`src/rtl/orad_pkg.sv`:
```
// package with constants and types for the output routing and diagnostics block
package orad_pkg;

	localparam int unsigned CLK_HZ           = 250_000_000;
	localparam int unsigned START_WINDOW_MS  = 20;
	localparam int unsigned START_WINDOW_CYC = START_WINDOW_MS * (CLK_HZ / 1000);

	localparam int unsigned RES_W    = 15;
	localparam int unsigned DAC_W    = 11;
	localparam int unsigned PWM_W    = 12;
	localparam int unsigned PWM_RES_MIN = 9;
	localparam int unsigned DIV_W    = 8;
	localparam int unsigned DLY_W    = 8;
	localparam int unsigned CFG_W    = 5;
	localparam int unsigned WDG_W    = 16;
	localparam int unsigned WDG_LIMIT_DEF = 1000;
	localparam int unsigned ERRC_W   = 8;

	// output configuration range: 1..18 two-wire style, 19..27 four-wire style
	localparam logic [CFG_W-1:0] CFG_FIRST    = 5'h01;
	localparam logic [CFG_W-1:0] CFG_LAST_I2C = 5'h12;
	localparam logic [CFG_W-1:0] CFG_LAST     = 5'h1b;

	// result source selection
	localparam logic [1:0] SRC_BRIDGE = 2'h0;
	localparam logic [1:0] SRC_TEMP1  = 2'h1;
	localparam logic [1:0] SRC_TEMP2  = 2'h2;

	// diagnostic error codes for the serial output registers
	localparam logic [ERRC_W-1:0] ERR_NONE      = 8'h00;
	localparam logic [ERRC_W-1:0] ERR_SIGNATURE = 8'h01;
	localparam logic [ERRC_W-1:0] ERR_PARITY    = 8'h02;
	localparam logic [ERRC_W-1:0] ERR_WATCHDOG  = 8'h03;
	localparam logic [ERRC_W-1:0] ERR_WIRE      = 8'h04;
	localparam logic [ERRC_W-1:0] ERR_MEMORY    = 8'h05;

	localparam logic [DAC_W-1:0] DAC_MAX = 11'h7ff;
	localparam logic [DAC_W-1:0] DAC_MIN = 11'h000;

	typedef enum logic [1:0] {
		ORAD_LINK_START,
		ORAD_LINK_CMD,
		ORAD_LINK_RUN
	} orad_link_t;

	typedef enum logic [1:0] {
		ORAD_PIN_NONE,
		ORAD_PIN_ANALOG,
		ORAD_PIN_PULSE,
		ORAD_PIN_ALARM
	} orad_pin_t;

endpackage : orad_pkg

```
`src/rtl/orad_top.sv`:
```
// output routing, interface selection, alarms and error diagnostics
//
// Summary of operation
// - one-wire only during twenty millisecond start window and command mode
// - host request in window holds command mode
// - window expiry selects I2C or SPI, main pin
// - stored setting enables or skips start window
// - SPI: aux b select, aux a out, SDA in
// - SPI mode never drives threshold flag b
// - SPI aux a: data in command or when unused, flag or pulse otherwise
// - SPI command traffic interrupts main pulse output
// - I2C configurations map aux pins per table
// - three 15-bit results, each routable independently
// - DAC to main pin, pulse to either pin
// - DAC receives 11-bit code from result
// - pulse duty from value, 12-bit, 9-bit fastest
// - two programmable alarm channels with window mode
// - alarms evaluate bridge result only
// - signature mismatch at initialization flags error
// - parity error sets controller flag, forces diagnostics
// - diagnostic mode drives analog extreme, error code
// - watchdog flags stalled controller or measurement loop
// - input range comparators flag broken wire
// - memory and register corruption is an error
// - configuration word selects regulator setpoint, four steps
`timescale 1ns/1ps
module orad_top
	import orad_pkg::*;
#(
	parameter int unsigned START_CYC = orad_pkg::START_WINDOW_CYC,
	parameter int unsigned WDG_LIMIT = orad_pkg::WDG_LIMIT_DEF
)
(
	// clock and reset
	input  wire logic                         i_clk,
	input  wire logic                         i_reset_n,
	// stored configuration
	input  wire logic                         i_start_window_en,
	input  wire logic                         i_spi_select,
	input  wire logic [orad_pkg::CFG_W-1:0]   i_pin_config,
	input  wire logic [1:0]                   i_dac_source,
	input  wire logic [1:0]                   i_main_pulse_source,
	input  wire logic [1:0]                   i_aux_pulse_source,
	input  wire logic [3:0]                   i_pulse_resolution,
	input  wire logic [orad_pkg::DIV_W-1:0]   i_pulse_divider,
	input  wire logic [1:0]                   i_regulator_setting,
	// alarm settings, channel a then b
	input  wire logic [orad_pkg::RES_W-1:0]   i_alarm_threshold [2],
	input  wire logic [orad_pkg::RES_W-1:0]   i_alarm_hysteresis [2],
	input  wire logic [1:0]                   i_alarm_invert,
	input  wire logic [1:0]                   i_alarm_window,
	input  wire logic [orad_pkg::DLY_W-1:0]   i_alarm_on_delay [2],
	input  wire logic [orad_pkg::DLY_W-1:0]   i_alarm_off_delay [2],
	// results
	input  wire logic [orad_pkg::RES_W-1:0]   i_result_bridge,
	input  wire logic [orad_pkg::RES_W-1:0]   i_result_temp1,
	input  wire logic [orad_pkg::RES_W-1:0]   i_result_temp2,
	input  wire logic                         i_result_valid,
	// serial interface events
	input  wire logic                         i_one_wire_request,
	input  wire logic                         i_mode_set_command,
	input  wire logic                         i_spi_command_active,
	input  wire logic                         i_spi_sdo,
	input  wire logic                         i_spi_sdo_en,
	// supervision inputs
	input  wire logic                         i_signature_check_done,
	input  wire logic                         i_signature_match,
	input  wire logic                         i_parity_error,
	input  wire logic                         i_memory_error,
	input  wire logic                         i_controller_alive,
	input  wire logic                         i_loop_progress,
	input  wire logic                         i_inp_range_low,
	input  wire logic                         i_inp_range_high,
	input  wire logic                         i_error_high_level,
	// interface state
	output logic                              o_start_window,
	output logic                              o_command_mode,
	output logic                              o_one_wire_active,
	output logic                              o_i2c_active,
	output logic                              o_spi_active,
	// main pin
	output logic                              o_main_pin_driver,
	output logic                              o_main_pin_oe,
	output logic                              o_main_analog_en,
	output logic [orad_pkg::DAC_W-1:0]        o_dac_code,
	// aux pins
	output logic                              o_aux_pin_a,
	output logic                              o_aux_pin_a_oe,
	output logic                              o_aux_pin_b,
	output logic                              o_aux_pin_b_oe,
	output logic                              o_aux_pin_b_select_in,
	output logic                              o_sda_data_in,
	// alarms
	output logic                              o_threshold_flag_a,
	output logic                              o_threshold_flag_b,
	// diagnostics
	output logic                              o_correction_microcontroller_err,
	output logic                              o_diagnostic_mode,
	output logic [orad_pkg::ERRC_W-1:0]       o_error_code,
	output logic [1:0]                        o_regulator_step
);
	import orad_pkg::*;

	////////////////////////////////////////////////////////////////////////////
	// start window and interface selection

	localparam int unsigned SW_W = $clog2(START_CYC + 1);

	orad_link_t      link_q, link_d;
	logic [SW_W-1:0] sw_cnt_q, sw_cnt_d;
	logic            sw_done;

	assign sw_done = (sw_cnt_q >= SW_W'(START_CYC - 1));

	always_comb begin
		link_d   = link_q;
		sw_cnt_d = sw_cnt_q;
		case (link_q)
			ORAD_LINK_START: begin
				sw_cnt_d = sw_cnt_q + 1'b1;
				if (!i_start_window_en) begin
					link_d = ORAD_LINK_RUN;
				end else if (i_one_wire_request) begin
					link_d = ORAD_LINK_CMD;
				end else if (sw_done) begin
					link_d = ORAD_LINK_RUN;
				end
			end
			ORAD_LINK_CMD: begin
				if (i_mode_set_command) begin
					link_d = ORAD_LINK_RUN;
				end
			end
			default: begin
				link_d = ORAD_LINK_RUN;
			end
		endcase
	end

	always_ff @(posedge i_clk or negedge i_reset_n) begin
		if (!i_reset_n) begin
			link_q   <= ORAD_LINK_START;
			sw_cnt_q <= '0;
		end else begin
			link_q   <= link_d;
			sw_cnt_q <= sw_cnt_d;
		end
	end

	logic run, spi_mode, i2c_mode;
	assign run      = (link_q == ORAD_LINK_RUN);
	assign spi_mode = run && i_spi_select;
	assign i2c_mode = run && !i_spi_select;

	assign o_start_window    = (link_q == ORAD_LINK_START);
	assign o_command_mode    = (link_q == ORAD_LINK_CMD);
	assign o_one_wire_active = !run;
	assign o_i2c_active      = i2c_mode;
	assign o_spi_active      = spi_mode;

	////////////////////////////////////////////////////////////////////////////
	// configuration decode

	orad_pin_t main_use, aux_a_use, aux_b_use;
	logic      cfg_ok;
	logic      aux_a_uses_alarm;

	always_comb begin
		main_use  = ORAD_PIN_NONE;
		aux_a_use = ORAD_PIN_NONE;
		aux_b_use = ORAD_PIN_NONE;
		aux_a_uses_alarm = 1'b0;
		cfg_ok = (i_pin_config >= CFG_FIRST) && (i_pin_config <= CFG_LAST) &&
			((i_pin_config > CFG_LAST_I2C) == i_spi_select);
		if (cfg_ok && !i_spi_select) begin
			// i2c: six rows per main pin use, aux combos repeat
			case ((i_pin_config - 5'h01) / 5'h06)
				5'h00:   main_use = ORAD_PIN_NONE;
				5'h01:   main_use = ORAD_PIN_ANALOG;
				default: main_use = ORAD_PIN_PULSE;
			endcase
			case ((i_pin_config - 5'h01) % 5'h06)
				5'h01: aux_a_use = ORAD_PIN_ALARM;
				5'h02: aux_b_use = ORAD_PIN_ALARM;
				5'h03: begin
					aux_a_use = ORAD_PIN_ALARM;
					aux_b_use = ORAD_PIN_ALARM;
				end
				5'h04: aux_a_use = ORAD_PIN_PULSE;
				5'h05: begin
					aux_a_use = ORAD_PIN_PULSE;
					aux_b_use = ORAD_PIN_ALARM;
				end
				default: aux_a_use = ORAD_PIN_NONE;
			endcase
		end else if (cfg_ok) begin
			// spi: three rows per main pin use
			case ((i_pin_config - 5'h13) / 5'h03)
				5'h00:   main_use = ORAD_PIN_NONE;
				5'h01:   main_use = ORAD_PIN_ANALOG;
				default: main_use = ORAD_PIN_PULSE;
			endcase
			case ((i_pin_config - 5'h13) % 5'h03)
				5'h01:   aux_a_use = ORAD_PIN_ALARM;
				5'h02:   aux_a_use = ORAD_PIN_PULSE;
				default: aux_a_use = ORAD_PIN_NONE;
			endcase
		end
		aux_a_uses_alarm = (aux_a_use == ORAD_PIN_ALARM);
	end

	////////////////////////////////////////////////////////////////////////////
	// result routing, DAC and pulse paths

	function automatic logic [RES_W-1:0] pick(input logic [1:0] s,
		input logic [RES_W-1:0] b, input logic [RES_W-1:0] t1,
		input logic [RES_W-1:0] t2);
		if (s == SRC_TEMP1) begin
			pick = t1;
		end else if (s == SRC_TEMP2) begin
			pick = t2;
		end else begin
			pick = b;
		end
	endfunction : pick

	logic [RES_W-1:0] dac_val, main_pw_val, aux_pw_val;
	assign dac_val     = pick(i_dac_source, i_result_bridge, i_result_temp1, i_result_temp2);
	assign main_pw_val = pick(i_main_pulse_source, i_result_bridge, i_result_temp1,
		i_result_temp2);
	assign aux_pw_val  = pick(i_aux_pulse_source, i_result_bridge, i_result_temp1,
		i_result_temp2);

	logic main_pulse, aux_pulse;
	logic main_pulse_en, aux_pulse_en;
	logic spi_cmd;
	assign spi_cmd       = spi_mode && i_spi_command_active;
	assign main_pulse_en = run && (main_use == ORAD_PIN_PULSE) && !spi_cmd;
	assign aux_pulse_en  = run && (aux_a_use == ORAD_PIN_PULSE) && !spi_cmd;

	orad_pulse u_main_pulse (
		.i_clk        (i_clk),
		.i_reset_n    (i_reset_n),
		.i_resolution (i_pulse_resolution),
		.i_divider    (i_pulse_divider),
		.i_enable     (main_pulse_en),
		.i_value      (main_pw_val),
		.o_pulse      (main_pulse)
	);

	orad_pulse u_aux_pulse (
		.i_clk        (i_clk),
		.i_reset_n    (i_reset_n),
		.i_resolution (i_pulse_resolution),
		.i_divider    (i_pulse_divider),
		.i_enable     (aux_pulse_en),
		.i_value      (aux_pw_val),
		.o_pulse      (aux_pulse)
	);

	////////////////////////////////////////////////////////////////////////////
	// alarm channels, both fed from the bridge result

	logic [1:0] flag;
	for (genvar g = 0; g < 2; g++) begin : g_alarm
		orad_alarm u_alarm (
			.i_clk         (i_clk),
			.i_reset_n     (i_reset_n),
			.i_threshold   (i_alarm_threshold[g]),
			.i_hysteresis  (i_alarm_hysteresis[g]),
			.i_invert      (i_alarm_invert[g]),
			.i_window      (i_alarm_window[g]),
			.i_on_delay    (i_alarm_on_delay[g]),
			.i_off_delay   (i_alarm_off_delay[g]),
			.i_value       (i_result_bridge),
			.i_value_valid (i_result_valid),
			.o_alarm       (flag[g])
		);
	end

	////////////////////////////////////////////////////////////////////////////
	// supervision and diagnostics

	logic [WDG_W-1:0] wdg_cpu_q, wdg_cpu_d, wdg_loop_q, wdg_loop_d;
	logic             err_q, err_d, err_hi_q, err_hi_d, perr_q, perr_d;
	logic [ERRC_W-1:0] code_q, code_d;
	logic [ERRC_W-1:0] new_code;

	always_comb begin
		wdg_cpu_d  = i_controller_alive ? '0 : wdg_cpu_q + 1'b1;
		wdg_loop_d = i_loop_progress ? '0 : wdg_loop_q + 1'b1;
		if (wdg_cpu_q == WDG_W'(WDG_LIMIT)) begin
			wdg_cpu_d = wdg_cpu_q;
		end
		if (wdg_loop_q == WDG_W'(WDG_LIMIT)) begin
			wdg_loop_d = wdg_loop_q;
		end
		new_code = ERR_NONE;
		if (i_signature_check_done && !i_signature_match) begin
			new_code = ERR_SIGNATURE;
		end else if (i_parity_error) begin
			new_code = ERR_PARITY;
		end else if (i_memory_error) begin
			new_code = ERR_MEMORY;
		end else if (wdg_cpu_q == WDG_W'(WDG_LIMIT) || wdg_loop_q == WDG_W'(WDG_LIMIT)) begin
			new_code = ERR_WATCHDOG;
		end else if (i_inp_range_low || i_inp_range_high) begin
			new_code = ERR_WIRE;
		end
		perr_d   = perr_q | i_parity_error;
		err_d    = err_q;
		err_hi_d = err_hi_q;
		code_d   = code_q;
		if (!err_q && new_code != ERR_NONE) begin
			err_d    = 1'b1;
			err_hi_d = i_error_high_level;
			code_d   = new_code;
		end
	end

	always_ff @(posedge i_clk or negedge i_reset_n) begin
		if (!i_reset_n) begin
			wdg_cpu_q  <= '0;
			wdg_loop_q <= '0;
			err_q      <= 1'b0;
			err_hi_q   <= 1'b0;
			perr_q     <= 1'b0;
			code_q     <= ERR_NONE;
		end else begin
			wdg_cpu_q  <= wdg_cpu_d;
			wdg_loop_q <= wdg_loop_d;
			err_q      <= err_d;
			err_hi_q   <= err_hi_d;
			perr_q     <= perr_d;
			code_q     <= code_d;
		end
	end

	assign o_correction_microcontroller_err = perr_q;
	assign o_diagnostic_mode = err_q;
	assign o_error_code      = code_q;

	////////////////////////////////////////////////////////////////////////////
	// pin drivers

	logic [DAC_W-1:0] dac_d, dac_q;
	always_comb begin
		dac_d = dac_val[RES_W-1 -: DAC_W];
		if (err_q) begin
			dac_d = err_hi_q ? DAC_MAX : DAC_MIN;
		end
	end
	always_ff @(posedge i_clk or negedge i_reset_n) begin
		if (!i_reset_n) begin
			dac_q <= '0;
		end else begin
			dac_q <= dac_d;
		end
	end
	assign o_dac_code = dac_q;

	// main pin: analog stays under error to show the diagnostic level
	assign o_main_analog_en  = run && (main_use == ORAD_PIN_ANALOG);
	assign o_main_pin_driver = main_pulse && !err_q;
	assign o_main_pin_oe     = run && (main_use == ORAD_PIN_PULSE);

	logic nom_a;
	assign nom_a = spi_mode && !i_spi_command_active && (aux_a_use != ORAD_PIN_NONE);

	always_comb begin
		o_aux_pin_a    = 1'b0;
		o_aux_pin_a_oe = 1'b0;
		if (spi_mode && !nom_a) begin
			o_aux_pin_a    = i_spi_sdo;
			o_aux_pin_a_oe = i_spi_sdo_en;
		end else if (run && aux_a_use == ORAD_PIN_ALARM) begin
			o_aux_pin_a    = flag[0] && !err_q;
			o_aux_pin_a_oe = 1'b1;
		end else if (run && aux_a_use == ORAD_PIN_PULSE) begin
			o_aux_pin_a    = aux_pulse && !err_q;
			o_aux_pin_a_oe = 1'b1;
		end
	end

	assign o_aux_pin_b    = flag[1] && !err_q;
	assign o_aux_pin_b_oe = i2c_mode && (aux_b_use == ORAD_PIN_ALARM);
	assign o_aux_pin_b_select_in = spi_mode && !nom_a;
	assign o_sda_data_in  = spi_mode && !nom_a;

	assign o_threshold_flag_a = flag[0] && aux_a_uses_alarm;
	assign o_threshold_flag_b = flag[1] && !spi_mode;

	assign o_regulator_step = i_regulator_setting;

	////////////////////////////////////////////////////////////////////////////
	// checks

	chk_window_len: assert property (@(posedge i_clk) disable iff (!i_reset_n)
		(link_q == ORAD_LINK_START) && i_start_window_en && !i_one_wire_request && sw_done
		|=> run) else $error("start window did not end on time");
	chk_cmd_hold: assert property (@(posedge i_clk) disable iff (!i_reset_n)
		o_command_mode && !i_mode_set_command |=> o_command_mode)
		else $error("command mode left without command");
	chk_skip_window: assert property (@(posedge i_clk) disable iff (!i_reset_n)
		o_start_window && !i_start_window_en |=> run)
		else $error("disabled window not skipped");
	chk_spi_no_flag_b: assert property (@(posedge i_clk) disable iff (!i_reset_n)
		spi_mode |-> !o_aux_pin_b_oe && !o_threshold_flag_b)
		else $error("flag b driven in spi mode");
	chk_spi_pulse_stop: assert property (@(posedge i_clk) disable iff (!i_reset_n)
		spi_cmd ##1 spi_cmd |-> !main_pulse)
		else $error("main pulse ran during spi command");
	chk_diag_level: assert property (@(posedge i_clk) disable iff (!i_reset_n)
		$rose(err_q) |=> o_dac_code == (err_hi_q ? DAC_MAX : DAC_MIN))
		else $error("diagnostic level not forced");
	chk_parity_flag: assert property (@(posedge i_clk) disable iff (!i_reset_n)
		i_parity_error |=> perr_q && err_q)
		else $error("parity error not flagged");
	chk_wire_err: assert property (@(posedge i_clk) disable iff (!i_reset_n)
		(i_inp_range_low || i_inp_range_high) |=> err_q)
		else $error("broken wire not flagged");
	chk_sig_err: assert property (@(posedge i_clk) disable iff (!i_reset_n)
		i_signature_check_done && !i_signature_match |=> err_q)
		else $error("signature mismatch not flagged");
	chk_bad_cfg: assert property (@(posedge i_clk) disable iff (!i_reset_n)
		!cfg_ok |-> !o_main_pin_oe && !o_aux_pin_b_oe && !o_main_analog_en)
		else $error("invalid configuration drove a pin");

endmodule : orad_top

```
`src/rtl/orad_alarm.sv`:
```
// one threshold alarm channel with hysteresis, direction, delays and window mode
`timescale 1ns/1ps
module orad_alarm
	import orad_pkg::*;
(
	// clock and reset
	input  wire logic                 i_clk,
	input  wire logic                 i_reset_n,
	// settings
	input  wire logic [RES_W-1:0]     i_threshold,
	input  wire logic [RES_W-1:0]     i_hysteresis,
	input  wire logic                 i_invert,
	input  wire logic                 i_window,
	input  wire logic [DLY_W-1:0]     i_on_delay,
	input  wire logic [DLY_W-1:0]     i_off_delay,
	// sample
	input  wire logic [RES_W-1:0]     i_value,
	input  wire logic                 i_value_valid,
	// result
	output logic                      o_alarm
);
	import orad_pkg::*;

	logic             raw;
	logic             state_q, state_d;
	logic [DLY_W-1:0] cnt_q, cnt_d;
	logic [RES_W:0]   hi_lim, lo_lim;

	always_comb begin
		hi_lim = {1'b0, i_threshold} + {1'b0, i_hysteresis};
		lo_lim = ({1'b0, i_threshold} > {1'b0, i_hysteresis}) ?
			{1'b0, i_threshold} - {1'b0, i_hysteresis} : '0;
		if (i_window) begin
			// window: active while the value lies inside lo..hi
			raw = ({1'b0, i_value} >= lo_lim) && ({1'b0, i_value} <= hi_lim);
		end else if (state_q ^ i_invert) begin
			raw = ({1'b0, i_value} >= lo_lim);
		end else begin
			raw = ({1'b0, i_value} > hi_lim);
		end
		raw = raw ^ (i_invert & ~i_window);
	end

	always_comb begin
		state_d = state_q;
		cnt_d   = cnt_q;
		if (i_value_valid) begin
			if (raw == state_q) begin
				cnt_d = '0;
			end else if (cnt_q >= (state_q ? i_off_delay : i_on_delay)) begin
				state_d = raw;
				cnt_d   = '0;
			end else begin
				cnt_d = cnt_q + 1'b1;
			end
		end
	end

	always_ff @(posedge i_clk or negedge i_reset_n) begin
		if (!i_reset_n) begin
			state_q <= 1'b0;
			cnt_q   <= '0;
		end else begin
			state_q <= state_d;
			cnt_q   <= cnt_d;
		end
	end

	assign o_alarm = state_q;

endmodule : orad_alarm

```
`src/rtl/orad_pulse.sv`:
```
// pulse-width generator with resolution and clock divider settings
`timescale 1ns/1ps
module orad_pulse
	import orad_pkg::*;
(
	// clock and reset
	input  wire logic                 i_clk,
	input  wire logic                 i_reset_n,
	// settings
	input  wire logic [3:0]           i_resolution,
	input  wire logic [DIV_W-1:0]     i_divider,
	input  wire logic                 i_enable,
	// duty value
	input  wire logic [RES_W-1:0]     i_value,
	// output
	output logic                      o_pulse
);
	import orad_pkg::*;

	logic [3:0]       res;
	logic [PWM_W-1:0] duty;
	logic [PWM_W-1:0] top;
	logic [PWM_W-1:0] cnt_q, cnt_d;
	logic [DIV_W-1:0] div_q, div_d;
	logic             out_q, out_d;

	always_comb begin
		res = i_resolution;
		if (res > 4'(PWM_W)) begin
			res = 4'(PWM_W);
		end
		if (res < 4'(PWM_RES_MIN)) begin
			res = 4'(PWM_RES_MIN);
		end
		// duty taken from the top bits of the routed result
		duty = PWM_W'(i_value >> (RES_W - 32'(res)));
		top  = PWM_W'((32'h1 << res) - 1);
	end

	always_comb begin
		div_d = div_q;
		cnt_d = cnt_q;
		out_d = 1'b0;
		if (i_enable) begin
			out_d = (cnt_q < duty);
			if (div_q >= i_divider) begin
				div_d = '0;
				cnt_d = (cnt_q >= top) ? '0 : cnt_q + 1'b1;
			end else begin
				div_d = div_q + 1'b1;
			end
		end else begin
			div_d = '0;
			cnt_d = '0;
		end
	end

	always_ff @(posedge i_clk or negedge i_reset_n) begin
		if (!i_reset_n) begin
			div_q <= '0;
			cnt_q <= '0;
			out_q <= 1'b0;
		end else begin
			div_q <= div_d;
			cnt_q <= cnt_d;
			out_q <= out_d;
		end
	end

	assign o_pulse = out_q;

endmodule : orad_pulse

```
`config.mk`:
```
export PLATFORM = sky130hd
export DESIGN_NAME = orad_top
export DESIGN_NICKNAME = d
export VERILOG_FILES = /design/src/rtl/orad_pkg.sv /design/src/rtl/orad_top.sv /design/src/rtl/orad_alarm.sv /design/src/rtl/orad_pulse.sv
export SDC_FILE = /design/constraint.sdc
export NUM_CORES = 1
export LEC_CHECK = 0
export BUFFER_PORTS_ARGS = -buffer_cell sky130_fd_sc_hd__buf_2
export CORE_MARGIN = 2
export CORE_UTILIZATION = 25
export CTS_BUF_LIST = sky130_fd_sc_hd__clkbuf_8
export DETAILED_ROUTE_END_ITERATION = 10
export GPL_ROUTABILITY_DRIVEN = 0
export PLACE_DENSITY = 0.44
export SLEW_MARGIN = 20
export SYNTH_ARGS = -nofsm -noshare
export SYNTH_HDL_FRONTEND = slang
export SYNTH_HIERARCHICAL = 1
export SYNTH_SLANG_ARGS = --single-unit
export TNS_END_PERCENT = 50
```
`constraint.sdc`:
```
create_clock -name i_clk -period 9.95 [get_ports i_clk]
set_input_delay 2.985 -clock i_clk [delete_from_list [all_inputs] [get_ports i_clk]]
set_output_delay 2.985 -clock i_clk [all_outputs]
set_load 0.02 [all_outputs]
```
==> impl_metrics.ini, run 1 <==
[status]
status = finished clean

[worst_hold_path]
min_path_cells = 1
hold_class = register to register
worstHoldStart = sw_cnt_q[9]$_DFFE_PN0P_
holdPathEnd = sw_cnt_q[9]$_DFFE_PN0P_

[route]
first_pass_iters = 5
route.detailed.drc = 0
vias = 14930
routed_wire_length_per_instance_um = 16.17
drtAntennaViolNets = 0
wl_mm = 49.39
drtIter0Drc = 743
routed_via_density = 4.890

[grt]
grt_pass1_wl_mm = 79.18
grt_use_total_pct = 14.79
overflow = 0
antenna_found_initial = 37
grt_pass1_vias = 14660
grt_max_degree = 84

[sta]
fin_skew_ns = 0.02218
final-max-slew-violation-count = 0
max_freq_mhz = 102.2
grt_setup_unrepaired = no
post-route-period-util_pct = 98.29
worst_pin_slew_ns = 0.9461
slew_headroom_pct = 36.63
hold_viol_final = 0
worst_slack_ns = 0.1700
min_period_ns = 9.780
setup-violations-final = 0

[clocking]
clkLatencyLatePin_ns = 0.48
root_buffer = clkbuf_8
clkTransAtPathRegs_ns = 0.08
clk_path_buf_depth = 2
cts_sinks = 134
cts_tree = yes
numCtsBuffers = 17
holdBufCountCts = 0
h-tree-depth = 4

[floorplan]
die_y_um = 257.2
dieArea_mm2 = 0.06616
core_area_mm2 = 0.06320
boundaryPins = 224
initial_core_util_pct = 25.37
rows = 92
die_x_um = 257.2

[cells_and_area]
design_area_mm2 = 0.01865
syn2layout_area_growth_pct = 16.36
utilization_pct = 29.52
drive_gt1_share_pct = 17.75
fin_nets = 2587
fillers = 6811

[placement]
hpwl_mm = 40.10
portBuffers = 208
pre_cts_ws_ns = -0.004019
dpl_cell_area_mm2 = 0.01811

[critical_path]
cp-start-kind = input pin
worst-path-max-fanout = 12
slowest_delay_ns = 0.40
critPathBufInv = 4
crit_path_end_kind = output port
worstReg2RegStart = g_alarm[0].u_alarm/o_alarm$_DFFE_PN0P_
crit_family = compound AO/OA/AOI/OAI gates
worstPathArrival_ns = 6.80
cp.required_ns = 6.97
r2r_cells = 10
critPathMostFrequentCell = buf_4
r2r-end = g_alarm[0].u_alarm/o_alarm$_DFFE_PN0P_
crit_path_top_delay_cell = or3_4
crit_path_start = i_pin_config[1]
crit_chain = buf_2 > ha_1 > buf_4 > xnor2_2 > ha_2 > buf_4 > nand4_1 > a211o_1 > a31oi_1 > or2_2 > or3_4 > mux2i_4 > ha_2 > a31oi_4 > a211oi_4 > a21oi_2 > a211oi_4 > a41oi_2 > o41ai_4 > buf_4
crit_type = input pin to output port
r2r_slack_ns = 6.63

[pwr]
cellLeakagePower_nw = 8.800
power_density_mw_per_mm2 = 103.8
vdd_ir_drop_max_v = 0.00006282

[logic_synthesis]
synthCells = 1981
mappedNetlistArea_mm2 = 0.01603
yosys_warnings = 6
syn_area_per_cell_um2 = 8.092

[flow_run]
drv_cap = 0
## worst register-to-register path: cells and delay by family, from the launching register on
family,cells,cell delay [ns]
AOI/OAI and AO/OA,4,0.63
adders and majority gates,1,0.27
DFF,1,0.81
and+or+nand+nor,4,1.14
muxes,1,0.42
## sequential cells by signal, summed over array words and instances (netlist names), 8 cells and up
name,flops
g_alarm.u_alarm/cnt_q,16
o_dac_code,11
sw_cnt_q,23
u_aux_pulse/cnt_q,12
u_aux_pulse/div_q,8
u_main_pulse/cnt_q,12
u_main_pulse/div_q,8
wdg_cpu_q,16
wdg_loop_q,16
## cell type report
type                       count  area (µm²)  area share [%]
sequential                   134        3353           17.98
multi-input combinational   1651       11980           64.25
inverter                     123       461.7           2.475
tap                          846        1059           5.675
timing repair buffer         251        1388           7.439
clock inverter                14       117.6          0.6305
clock buffer                  18       247.7           1.328
antenna                       17       42.54          0.2281
## placed cells by master (no fill, tap or decap), types with 8 or more instances in the layout
master	instances
o21ai_1	21
nor2b_1	28
mux2i_1	55
nand3_1	67
nand4_1	45
or3_1	13
conb_1	19
nand2_1	164
nor2_1	219
xnor2_1	81
inv_1	117
a31oi_1	8
nor4_1	10
a211oi_1	28
o211ai_1	11
a21o_1	37
and2_1	13
xor2_1	43
dfrtp_1	134
a211o_1	13
a211oi_2	8
nor3_1	38
a21oi_1	114
ha_1	215
clkbuf_8	18
o21ai_0	82
and3_1	19
nand2b_1	33
a22o_1	12
buf_4	44
diode_2	17
o22ai_1	28
mux2_2	24
o21a_1	15
o21bai_1	8
buf_2	205
## where the power goes
part / switching [mW] / internal, mW / total [mW]
Sequential: 0.0379 / 0.571 / 0.609
Combinational: 0.515 / 0.378 / 0.893
Clock: 0.251 / 0.185 / 0.436
## metal layers
| layer | GRT usage [%] | routed length [µm] | vias up | share of wire [%] |
|---|---|---|---|---|
| met4 | 2.745 | 625 | 32 | 1.3 |
| met5 | 0 | 195 | - | 0.39 |
| met1 | 18.53 | 22150 | 7011 | 45 |
| met2 | 25.64 | 23520 | 298 | 48 |
| met3 | 3.763 | 2891 | 62 | 5.9 |
| li1 | - | - | 7531 | - |
## stage by stage
stage / power [mW] / instances / hold slack, ns / TNS, ns
final: 1.937 / 3054 / 0.4687 / 0
after CTS: 1.954 / 3033 / 0.4735 / 0
after floorplan: 1.241 / 1995 / 0.4375 / 0
after detailed placement: 1.499 / 3001 / 0.4496 / -0.004019
after global routing: 2.105 / 3046 / 0.4843 / 0
after global placement: 1.482 / 3001 / 0.4499 / 0
## how the worst max path moves through the flow
stage / end / slack (ns) / cells after the start
after floorplan: o_aux_pin_a / 0.06 / 19
after global placement: o_aux_pin_a / 0.03 / 20
after detailed placement: o_aux_pin_a / -0.004 / 20
after CTS: o_aux_pin_a / 0.01 / 21
after global routing: o_aux_pin_a / 0.02 / 21
final: o_aux_pin_a / 0.17 / 20
## what timing repair did
item	CTS	global route
pin swaps	0	7
setup endpoints to repair	1	4
setup buffers	0	4
gates resized for setup	1	22
Power figures use the tool's default switching activity.
==> inputs of run 2 (changes only) <==
--- a/config.mk
+++ b/config.mk
@@ -5,6 +5,7 @@
 export SDC_FILE = /design/constraint.sdc
 export NUM_CORES = 1
 export LEC_CHECK = 0
+export ABC_AREA = 1
 export BUFFER_PORTS_ARGS = -buffer_cell sky130_fd_sc_hd__buf_2
 export CORE_MARGIN = 2
 export CORE_UTILIZATION = 25
==> impl_metrics.ini, run 2 <==
[logic_synthesis]
synth_common_cells = 471 x nand2_1, 357 x inv_1, 220 x ha_1
yosysMostFrequentCell = nand2_1
synth_top_area_cell = dfrtp_1
synthArstFlopShare_pct = 100.0
synth_edf_count = 0
ys_top_cells_by_area = dfrtp_1 21%, ha_1 17%, nand2_1 11%, inv_1 8.2%, a21oi_1 4.5%
ys_ff_latch = 134
ys.flop_type = dfrtp_1
syn_area_per_cell_um2 = 6.929
yosys_warnings = 6
synth.top_cell.area_share_pct = 20.58
mappedNetlistArea_mm2 = 0.01629
synthCells = 2351
yosysSeqAreaShare_pct = 20.58
synth_cell_type_count = 64

[critical_path]
crit_path_top_delay_cell = ha_1
crit_type = input pin to output port
r2r_slack_ns = 6.28
cp.required_ns = 6.97
worstPathArrival_ns = 6.55
r2r_cells = 14
r2r-end = u_main_pulse/cnt_q[3]$_DFFE_PN0P_
cp-start-kind = input pin
critPathMostFrequentCell = nand2_1
worst-path-max-fanout = 7
slowest_delay_ns = 0.21
worstReg2RegStart = link_q[1]$_DFFE_PN0P_
crit_path_end_kind = output port

[pwr]
sw_frac_of_total_pct = 43.86
power_mw = 1.908
pwr-share-clk_pct = 25.1
power_switching_mw = 0.8369
vdd_ir_drop_max_v = 0.00006930
p_int_mw = 1.071
cellLeakagePower_nw = 9.747
power_density_mw_per_mm2 = 102.3
p_comb_share_pct = 43.6
seq_power_share_pct = 31.3

[worst_hold_path]
hold_class = register to register
min_path_cells = 1
holdPathEnd = o_correction_microcontroller_err$_DFF_PN0_
worstHoldStart = o_correction_microcontroller_err$_DFF_PN0_

[status]
status = finished clean

[flow_run]
drv_cap = 0

[placement]
portBuffers = 214
hpwl_mm = 44.10
dpl.cell_count = 3386

[route]
first_pass_iters = 6
route.detailed.drc = 0
wl_mm = 53.01
routed_via_density = 4.640
drtAntennaViolNets = 0
vias = 15920
drtIter0Drc = 1083
routed_wire_length_per_instance_um = 15.46

[floorplan]
core_area_mm2 = 0.06446
die_x_um = 259.3
die_y_um = 259.3
initial_core_util_pct = 25.27
dieArea_mm2 = 0.06722
boundaryPins = 224
rows = 93

[clocking]
cts_setup_buffers = 0
root_buffer = clkbuf_8
clkLatencyLatePin_ns = 0.47
cts.repair.resized = 0
cts_sinks = 134
holdBufCountCts = 0
cts_tree = yes
h-tree-depth = 4
clkTransAtPathRegs_ns = 0.08
numCtsBuffers = 17
clk_path_buf_depth = 2

[cells_and_area]
syn2layout_area_growth_pct = 14.45
fillers = 7194
final_cell_mix = 471 x nand2_1, 357 x inv_1, 219 x ha_1
layout.cells.non_filler = 3430
top_register = sw_cnt_q
drive_gt1_share_pct = 16.27
final_common_cell = nand2_1
fin_nets = 2959
largest_reg_flops = 23

[sta]
fin_skew_ns = 0.01687
worst_pin_slew_ns = 1.055
hold_viol_final = 0
final-max-slew-violation-count = 0
max_freq_mhz = 104.9
tns_ns = 0
min_period_ns = 9.536
post-route-period-util_pct = 95.84
setup-violations-final = 0
slew_headroom_pct = 29.42
grt_setup_unrepaired = no

[grt]
antenna_found_initial = 11
grt_pass1_vias = 15770
grt_pass1_wl_mm = 85.04
grt_use_total_pct = 15.88
overflow = 0
grt_max_degree = 72
run 2: final cells by class:
type,count,area [µm²],area share (%)
Clock buffer,17,234.0,1.255
Inverter,387,1453,7.791
Multi-Input combinational cell,1789,11210,60.13
Timing Repair Buffer,221,1130,6.060
Tap cell,855,1070,5.738
Sequential cell,134,3353,17.98
Antenna cell,12,30.03,0.1611
Clock inverter,15,163.9,0.8791
run 2: worst max-delay path, delay by kind of cell:
kind / cells / cell delay [ns]
fa+ha+maj: 3 / 0.58
buf+inv: 5 / 0.56
compound gates: 1 / 0.19
simple gates: 23 / 2.23
run 2: metrics by stage:
stage	worst slack, ns	utilization [%]	area (µm²)	hold slack [ns]
after global placement	0.4000	28.24	18200	0.4447
after floorplan	0.9854	-	16340	0.4547
after detailed placement	0.2890	28.24	18210	0.4482
after CTS	0.2802	28.86	18600	0.4676
after global routing	0.02917	28.90	18630	0.4792
final	0.4138	28.92	18650	0.4636
run 2: layer usage:
layer | track usage (%) | vias to the layer above | part of all wire [%]
met1 | 20.98 | 7330 | 47
met3 | 2.919 | 60 | 4.9
met2 | 26.49 | 321 | 46
li1 | - | 8200 | -
met5 | 0 | - | 0.043
met4 | 4.215 | 4 | 1.9
run 2: worst max-delay path by stage:
stage,start,end,slack (ns),cells past startpoint
after floorplan,i_pin_config[0],o_aux_pin_a,0.99,30
after global placement,i_pin_config[0],o_aux_pin_a,0.40,33
after detailed placement,i_pin_config[0],o_aux_pin_a_oe,0.29,32
after CTS,i_pin_config[0],o_aux_pin_a,0.28,33
after global routing,i_pin_config[0],o_aux_pin_a,0.03,32
final,i_pin_config[0],o_aux_pin_a,0.41,32
run 2: power by group through the flow:
stage | Combinational [mW] | Clock, mW | Sequential, mW
3_5_place_dp | 0.836 | 0 | 0.608
6_report | 0.832 | 0.479 | 0.597
4_1_cts | 0.839 | 0.504 | 0.597
5_1_grt | 0.956 | 0.523 | 0.602
2_1_floorplan | 0.602 | 0 | 0.593
3_3_place_gp | 0.820 | 0 | 0.608
run 2: kinds of logic after synthesis:
kind of cell    Yosys count  share of synthesized area, %
other cells               5                        0.1152
xor+xnor                 79                         4.409
buf+inv                 442                         11.01
fa+ha+maj               224                         17.39
compound gates          423                         15.36
mux                      26                         1.636
simple gates           1018                         29.50
flops                   134                         20.58
